**src/rtcto_defines.svh**
```systemverilog
// Purpose: constants of the trim scheduler and square wave output
// Assumes: included by every design file of the block except the package
// Notes:   definitions only
`ifndef RTCTO_DEFINES_SVH
`define RTCTO_DEFINES_SVH

// prescaler layout
`define RTCTO_PRE_W        15
`define RTCTO_TRIM_STAGE   5
`define RTCTO_TAP_64HZ     8
`define RTCTO_TAP_1HZ      14

// square wave select codes
`define RTCTO_SEL_32K      3'h0
`define RTCTO_SEL_16K      3'h1
`define RTCTO_SEL_8K       3'h2
`define RTCTO_SEL_4K       3'h3
`define RTCTO_SEL_2K       3'h4
`define RTCTO_SEL_1K       3'h5
`define RTCTO_SEL_1HZ      3'h6
`define RTCTO_SEL_OFF      3'h7

// trim schedule
`define RTCTO_SEC_LAST     6'h3B
`define RTCTO_MAG_LINEAR   7'h3C
`define RTCTO_MIN_LAST     7'h77
`define RTCTO_FAST_MASK    7'h03
`define RTCTO_NORMAL_SLOTS 7'h3C

// reset values
`define RTCTO_RST_SECOND   6'h00
`define RTCTO_RST_MINUTE   7'h00
`define RTCTO_RST_PEND     3'h0

`endif

```
**src/rtcto_pkg.sv**
```systemverilog
// Purpose: types shared by the trim and square wave logic
// Assumes: constants come from rtcto_defines.svh
// Notes:   control bits arrive as one packed struct
package rtcto_pkg;

  // software-visible control bits, held outside this block
  typedef struct packed {
    logic       trim_fast;
    logic [6:0] trim_value;
    logic       trim_irq_enable;
    logic [2:0] square_wave_pin_rate_select;
    logic       square_wave_output_enable;
    logic       time_halt;
  } rtcto_ctrl_t;

  // time base position inside the trim cycle
  typedef struct packed {
    logic [6:0] minute;
    logic [5:0] second;
  } rtcto_time_t;

  // trim pulse burst sequencer
  typedef enum logic [0:0] {
    RTCTO_BST_IDLE = 1'b0,
    RTCTO_BST_GAP  = 1'b1
  } rtcto_burst_t;

endpackage : rtcto_pkg

```
**src/rtcto_prescaler.sv**
```systemverilog
// Purpose: oscillator divider chain with halt reset and trim steps
// Assumes: osc_rise_i is a one-cycle pulse per oscillator period
// Notes:   trim acts on the upper stages only
`timescale 1ns/10ps
`include "rtcto_defines.svh"
module rtcto_prescaler
  import rtcto_pkg::*;
#(
  parameter int W     = `RTCTO_PRE_W,
  parameter int LOW_W = `RTCTO_TRIM_STAGE
) (
  input  wire logic         clk_i,
  input  wire logic         rst_n_i,
  input  wire logic         osc_rise_i,
  input  wire logic         halt_i,
  input  wire logic         trim_step_i,
  input  wire logic         trim_neg_i,
  output logic [W-1:0]      stage_o
);
  localparam int UP_W = W - LOW_W;

  logic [W-1:0]    stage;
  logic [W-1:0]    next_stage;
  logic [LOW_W-1:0] low;
  logic [UP_W-1:0]  upper;
  logic [UP_W-1:0]  upper_step;

  // binary ripple equivalent: each low bit is a clean divide-by-two, so
  // the low taps are 50:50; a trim step skips or repeats one upper count
  always_comb begin
    low        = stage[LOW_W-1:0];
    upper      = stage[W-1:LOW_W];
    upper_step = upper + {{(UP_W-1){1'b0}}, &low};
    next_stage = stage;
    if (osc_rise_i) begin
      // a trim step adds or swallows one upper count; low taps untouched
      if (trim_step_i) begin
        upper_step = trim_neg_i ? upper_step - 1'b1 : upper_step + 1'b1;
      end
      next_stage = {upper_step, LOW_W'(low + 1'b1)};
    end
    // halt clears F2 upward, F0/F1 keep counting
    if (halt_i) begin
      next_stage = {{(W-2){1'b0}}, 2'(stage[1:0] + {1'b0, osc_rise_i})};
    end
  end

  always_ff @(posedge clk_i or negedge rst_n_i) begin
    if (!rst_n_i) begin
      stage <= '0;
    end else begin
      stage <= next_stage;
    end
  end

  assign stage_o = stage;
endmodule : rtcto_prescaler

```
**src/rtcto_trim_square_wave_pin.sv**
```systemverilog
// Purpose: trim pulse scheduler and programmable square wave output
// Assumes: osc_32k_i is the oscillator level, synchronous to clk_i
// Notes:   ctrl_i is driven by the register file outside this block
`timescale 1ns/10ps
`include "rtcto_defines.svh"
module rtcto_trim_square_wave_pin
  import rtcto_pkg::*;
(
  input  wire logic         clk_i,
  input  wire logic         rst_n_i,
  input  wire logic         osc_32k_i,
  input  wire rtcto_ctrl_t  ctrl_i,
  output logic              square_wave_pin_o,
  output logic              trim_irq_n_o,
  output logic              second_tick_o,
  output logic              timer_64hz_o
);

  // two's complement trim value to pulse count, -64 gives 64
  function automatic logic [6:0] trim_magnitude(input logic [6:0] v);
    trim_magnitude = v[6] ? 7'((~v) + 7'h01) : v;
  endfunction : trim_magnitude

  // pulses owed in one slot of the trim cycle
  function automatic logic [2:0] slot_pulses(input logic [6:0] mag, input logic [5:0] slot);
    if (slot < `RTCTO_SEC_LAST) begin
      slot_pulses = ({1'b0, slot} < mag) ? 3'h1 : 3'h0;
    end else if (slot == `RTCTO_SEC_LAST && mag >= `RTCTO_MAG_LINEAR) begin
      slot_pulses = 3'(mag - {1'b0, `RTCTO_SEC_LAST});
    end else begin
      slot_pulses = 3'h0;
    end
  endfunction : slot_pulses

  logic [`RTCTO_PRE_W-1:0] stage;
  logic                    osc_prev;
  logic                    f14_prev;
  rtcto_time_t             tm;
  logic                    next_osc_prev;
  logic                    next_f14_prev;
  rtcto_time_t             next_tm;
  logic                    osc_rise;
  logic                    second_tick;
  logic                    sched_fire;
  logic [5:0]              slot;
  logic [6:0]              mag;
  logic [2:0]              sched_count;

  // time base: seconds and a two-hour minute count follow the trimmed 1 Hz
  always_comb begin
    osc_rise      = osc_32k_i && !osc_prev;
    second_tick   = stage[`RTCTO_TAP_1HZ] && !f14_prev;
    next_osc_prev = osc_32k_i;
    next_f14_prev = stage[`RTCTO_TAP_1HZ];
    next_tm       = tm;
    if (second_tick) begin
      if (tm.second == `RTCTO_SEC_LAST) begin
        next_tm.second = `RTCTO_RST_SECOND;
        next_tm.minute = (tm.minute == `RTCTO_MIN_LAST) ? `RTCTO_RST_MINUTE : 7'(tm.minute + 7'h01);
      end else begin
        next_tm.second = 6'(tm.second + 6'h01);
      end
    end
    mag = trim_magnitude(ctrl_i.trim_value);
    // fast: slots are seconds of every fourth minute; normal: minutes
    if (ctrl_i.trim_fast) begin
      slot       = next_tm.second;
      sched_fire = second_tick && ((next_tm.minute & `RTCTO_FAST_MASK) == 7'h00);
    end else begin
      slot       = next_tm.minute[5:0];
      sched_fire = second_tick && (next_tm.second == `RTCTO_RST_SECOND) &&
                   (next_tm.minute < `RTCTO_NORMAL_SLOTS);
    end
    sched_count = slot_pulses(mag, slot); // zero magnitude owes nothing
  end

  always_ff @(posedge clk_i or negedge rst_n_i) begin
    if (!rst_n_i) begin
      osc_prev <= 1'b0;
      f14_prev <= 1'b0;
      tm       <= '{minute: `RTCTO_RST_MINUTE, second: `RTCTO_RST_SECOND};
    end else begin
      osc_prev <= next_osc_prev;
      f14_prev <= next_f14_prev;
      tm       <= next_tm;
    end
  end

  rtcto_burst_t burst_state;
  rtcto_burst_t next_burst_state;
  logic [2:0]   pend;
  logic [2:0]   next_pend;
  logic         trim_step;

  // burst sequencer: steps land on carries out of the low stages, at least
  // one oscillator period apart, so the interrupt line gets a low and a
  // high phase for each step
  always_comb begin
    next_burst_state = burst_state;
    next_pend        = pend;
    // never step on a load cycle, otherwise a step would be counted twice;
    // stepping only on a carry makes a removal swallow a count instead of
    // running the upper stages backwards across a second boundary
    trim_step        = osc_rise && (&stage[`RTCTO_TRIM_STAGE-1:0]) && !second_tick &&
                       (burst_state == RTCTO_BST_IDLE) && (pend != 3'h0);
    case (burst_state)
      RTCTO_BST_IDLE: begin
        if (trim_step) begin
          next_pend        = 3'(pend - 3'h1);
          next_burst_state = RTCTO_BST_GAP;
        end
      end
      RTCTO_BST_GAP: begin
        if (osc_rise) begin
          next_burst_state = RTCTO_BST_IDLE;
        end
      end
      default: begin
        next_burst_state = RTCTO_BST_IDLE;
      end
    endcase
    if (sched_fire) begin
      next_pend = sched_count;
    end
  end

  always_ff @(posedge clk_i or negedge rst_n_i) begin
    if (!rst_n_i) begin
      burst_state <= RTCTO_BST_IDLE;
      pend        <= `RTCTO_RST_PEND;
    end else begin
      burst_state <= next_burst_state;
      pend        <= next_pend;
    end
  end

  // divider chain; sign of the trim value picks insert or remove
  rtcto_prescaler #(
    .W     (`RTCTO_PRE_W),
    .LOW_W (`RTCTO_TRIM_STAGE)
  ) u_prescaler (
    .clk_i       (clk_i),
    .rst_n_i     (rst_n_i),
    .osc_rise_i  (osc_rise),
    .halt_i      (ctrl_i.time_halt),
    .trim_step_i (trim_step),
    .trim_neg_i  (ctrl_i.trim_value[6]),
    .stage_o     (stage)
  );

  logic clk_src;
  logic halt_gated;
  logic next_square;
  logic next_irq_n;
  logic next_tick_o;
  logic next_64hz;

  // output stage: everything registered so the pin never glitches
  always_comb begin
    halt_gated = 1'b0;
    case (ctrl_i.square_wave_pin_rate_select)
      `RTCTO_SEL_32K: clk_src = osc_prev; // oscillator itself, duty not guaranteed
      `RTCTO_SEL_16K: clk_src = stage[0];
      `RTCTO_SEL_8K:  clk_src = stage[1];
      `RTCTO_SEL_4K: begin
        clk_src    = stage[2];
        halt_gated = 1'b1;
      end
      `RTCTO_SEL_2K: begin
        clk_src    = stage[3];
        halt_gated = 1'b1;
      end
      `RTCTO_SEL_1K: begin
        clk_src    = stage[4];
        halt_gated = 1'b1;
      end
      `RTCTO_SEL_1HZ: begin
        clk_src    = stage[`RTCTO_TAP_1HZ]; // trimmed tap
        halt_gated = 1'b1;
      end
      default: clk_src = 1'b0; // select off
    endcase
    next_square = clk_src && ctrl_i.square_wave_output_enable &&
                  !(halt_gated && ctrl_i.time_halt);
    next_irq_n  = !((next_burst_state == RTCTO_BST_GAP) && ctrl_i.trim_irq_enable);
    next_tick_o = second_tick;
    next_64hz   = stage[`RTCTO_TAP_64HZ];
  end

  // pin is push-pull and follows the select from reset onward
  always_ff @(posedge clk_i or negedge rst_n_i) begin
    if (!rst_n_i) begin
      square_wave_pin_o <= 1'b0;
      trim_irq_n_o      <= 1'b1;
      second_tick_o     <= 1'b0;
      timer_64hz_o      <= 1'b0;
    end else begin
      square_wave_pin_o <= next_square;
      trim_irq_n_o      <= next_irq_n;
      second_tick_o     <= next_tick_o;
      timer_64hz_o      <= next_64hz;
    end
  end
endmodule : rtcto_trim_square_wave_pin

```
**config.mk**
```make
export PLATFORM = sky130hd
export DESIGN_NAME = rtcto_trim_square_wave_pin
export DESIGN_NICKNAME = d
export VERILOG_FILES = /design/src/rtcto_pkg.sv /design/src/rtcto_prescaler.sv /design/src/rtcto_trim_square_wave_pin.sv
export VERILOG_INCLUDE_DIRS = /design/src
export SDC_FILE = /design/constraint.sdc
export NUM_CORES = 1
export LEC_CHECK = 0
export BUFFER_PORTS_ARGS = -buffer_cell sky130_fd_sc_hd__buf_2
export CAP_MARGIN = 25
export CORE_ASPECT_RATIO = 0.75
export CORE_MARGIN = 2
export CORE_UTILIZATION = 45
export CTS_BUF_LIST = sky130_fd_sc_hd__clkbuf_4
export DETAILED_ROUTE_END_ITERATION = 16
export GPL_TIMING_DRIVEN = 0
export HOLD_SLACK_MARGIN = 0.06
export SKIP_LAST_GASP = 1
export SYNTH_ARGS = -nofsm -noshare
export SYNTH_HDL_FRONTEND = slang
export SYNTH_SLANG_ARGS = --single-unit
```
**constraint.sdc**
```tcl
create_clock -name clk_i -period 7.23 [get_ports clk_i]
set_clock_uncertainty 0.15 [all_clocks]
set_input_delay 1.0845 -clock clk_i [delete_from_list [all_inputs] [get_ports clk_i]]
set_output_delay 1.0845 -clock clk_i [all_outputs]
set_load 0.02 [all_outputs]
```
==> impl_results.md <==
* Initial cell density of the core at 0.458
* Critical Path Sink Type: register
* Max VDD drop at 0.0000783 V
* Synth Cell Area at 3080 µm²
* Min-delay src: u_prescaler.stage_o[14]
* WL/cell at 15.6 µm
* Setup-failing EPs final at 0
* Cells after synthesis at 358
* Number of buffers created by CTS at 5
* Worst Path Required at 7310 ps
* Clock Path Buffers at 2
* Area share of the largest cell type after synthesis at 0.300
* Lkg Pwr at 1.51 nW
* Status: completed
* Fin Hold WS at 376 ps
* # DRC at 0
* Sum Neg Setup Slack at 0 ps
* Final min period at 4030 ps
* Routed WL at 7300 µm
* Power per cell area at 125 nW/µm²
* Post-CTS Setup Inserts at 0
* DRT iter0 DRCs at 114
* Crit path DAT at 4110 ps
* DP Wirelength at 5400 µm
* Antenna diodes at 0
* Max-cap violations at 0
* Top FF cell, synth: dfrtp_1
* Chip Width at 99.6 µm
* Worst Hold End: f14_prev
* Top cells by area, synth: dfrtp_1 30%, ha_1 11%, xnor2_1 5.1%
* Reg area at 952 µm²
* Yosys top cell by area: dfrtp_1
* Commonest cells in the netlist: 37 x dfrtp_1, 34 x nand2_1, 27 x o21ai_0, 26 x ha_1, 22 x nor2_1
* CTS Hold Bufs at 0
* Most frequent cell after synthesis: dfrtp_1
* First-pass GRT wire length at 12300 µm
* Latest clock arrival within the worst-skew pair at 360 ps
* Fin nets at 428
* Async SR Flop Fraction at 1.00
* Max Transition Viols Final at 0
* YS warnings at 0
* R2R Setup Slk at 3200 ps
* DIE AREA at 7540 µm²
* EDFF count, synth at 0
* Fillers at 656
* FF-to-FF path depth at 16
* Fmax at 248 MHz
* Setup CP Type: register to register
* Worst Hold Depth at 0
* Relative slew slack at 0.409
* Die Span Y at 75.7 µm
* Final worst slack at 3200 ps
* Avg Inst Size Synth at 8.62 µm²
* Vias per cell at 5.79
* Unrepaired setup endpoints after global routing: no
* Layout cell share with drive strength beyond 1 at 0.119
* FP Rows at 26
* Area post-placement at 3280 µm²
* Final period util at 0.557
* Global placer's final weighted congestion at 0.827
* Largest family of logic cells by synthesized area: simple AND/OR/NAND/NOR gates
* Vias in the first global route at 2528
* FF-to-FF End: u_prescaler.stage_o[14]
* Post-Synth Adder-Cell Area at 0.112
* Vias post-DR at 2717
* Sequential share of the synthesized area at 0.309
* Antenna violations before repair at 0
* Input/output buffers at 19
* H-tree levels at 2
* Layout area overhead at 8.24%
* Crit-path max FO at 5
* Overflow after GRT at 0
* Syn Nets at 402
* Seq cells post-synth at 38
* GRT Total Usage at 0.208
* Final Hold Fails at 0
* Hold Path Class: register to register
* Area of the core at 6730 µm²
* Number of routed nets with antenna violations at 0
* Cell area after layout at 3340 µm²
* Worst slew pin tran at 887 ps
* TritonCTS clock tree: done
* CTS resizes at 0
* Synth cell types at 60
* Complex-gate fraction of the synthesized area at 0.202
* Synth Area in XOR/XNOR at 0.0738
* Reg-to-Reg Start: u_prescaler.stage_o[1]
* Root Buffer: clkbuf_4
* DRT Pass-1 Iters at 5
* Largest net degree at the start of global routing at 39
* Worst Setup Start Kind: register
* I/O Pins at 21
* Clock sinks at 38
* Mux cell area share after synthesis at 0.0272
* Footprint of the multi-input gates at 1970 µm²
* Setup slack at placement at 3280 ps
* Final Power at 0.418 mW
* Clock-pin transition on the worst setup and hold timing paths at 130 ps
* Simple-gate share of the synthesized area at 0.224
[worst max path at each step]
| stage | start | end | slack, ps | cells past startpoint |
|---|---|---|---|---|
| 3_3_place_gp | u_prescaler.stage_o[0] | u_prescaler.stage_o[14] | 3310 | 16 |
| 2_1_floorplan | u_prescaler.stage_o[0] | u_prescaler.stage_o[14] | 3590 | 16 |
| 4_1_cts | u_prescaler.stage_o[1] | u_prescaler.stage_o[14] | 3220 | 16 |
| 3_5_place_dp | u_prescaler.stage_o[1] | u_prescaler.stage_o[14] | 3280 | 16 |
| 5_1_grt | u_prescaler.stage_o[1] | u_prescaler.stage_o[14] | 2880 | 16 |
| 6_report | u_prescaler.stage_o[1] | u_prescaler.stage_o[14] | 3200 | 16 |
[state kept, by name (all words and copies together) (netlist names)]
signal / flops
timer_64hz_o: 1
osc_prev: 1
second_tick_o: 1
pend: 3
square_wave_pin_o: 1
tm: 13
trim_irq_n_o: 1
u_prescaler.stage_o: 15
burst_state: 1
f14_prev: 1
[per-layer routing]
metal | wire length [µm] | part of all wire | up-vias | track usage
li1 | - | - | 1365 | -
met1 | 3940 | 0.54 | 1278 | 0.312
met2 | 2960 | 0.41 | 69 | 0.312
met3 | 340 | 0.047 | 5 | 0.0376
met4 | 55 | 0.0075 | 0 | 0.0518
met5 | 0 | 0 | - | 0
[logic make-up (layout without fill, tap and decap cells)]
logic type                 count (synthesis)  after routing
muxes                                      8              8
AOI/OAI and AO/OA                         93             93
DFF                                       38             38
xor gates and xnor gates                  26             26
and+or+nand+nor                          131            131
adders and majority gates                 27             27
buffers and inverters                     35             62
[stage by stage]
| stage | util | std cells |
|---|---|---|
| finish | 0.496 | 469 |
| floorplan | - | 358 |
| detailed placement | 0.488 | 461 |
| global route | 0.496 | 469 |
| CTS | 0.496 | 469 |
| global placement | 0.488 | 461 |
[area by class of cell]
cell class / instances / area share
clock buffer: 6 / 0.0135
multi-input combinational: 285 / 0.590
clock inverter: 2 / 0.00262
tap: 84 / 0.0315
timing repair buffer: 19 / 0.0285
sequential: 38 / 0.285
inverter: 23 / 0.0262
buffer: 12 / 0.0225
[critical path: stages, from the launching register on]
cell	delay, ps
dfrtp_1	460
ha_1	200
and3_1	160
ha_1	270
ha_1	200
ha_1	220
and3_1	250
and3_1	270
nand3_1	110
xnor2_1	160
ha_1	230
or3_1	370
or3_1	320
a211o_1	270
nand4_1	90
xnor2_1	120
nor2_1	50
[cells in the final DEF (no fill, tap or decap), drive strengths merged, types with 3 or more instances in the layout]
master / instances
o22ai: 3
nor2b: 3
xor2: 8
inv: 22
and3: 9
a21oi: 21
o21ai: 29
clkinv: 3
buf: 22
xnor2: 18
clkbuf: 15
mux2: 3
a211oi: 7
nor3: 12
nor2: 22
nand3: 15
a31oi: 3
nand3b: 3
o31ai: 4
nand2: 34
dfrtp: 37
nor4: 4
nand2b: 5
o2111ai: 4
ha: 26
nor3b: 3
or3: 6
nand4: 8
mux2i: 5
[power breakdown]
part / total, mW / internal [mW] / switching, mW / leakage (nW)
logic: 0.0739 / 0.0319 / 0.0420 / 0.965
registers: 0.227 / 0.219 / 0.00799 / 0.514
clock network: 0.118 / 0.0404 / 0.0773 / 0.0331
Power figures use the tool's default switching activity.
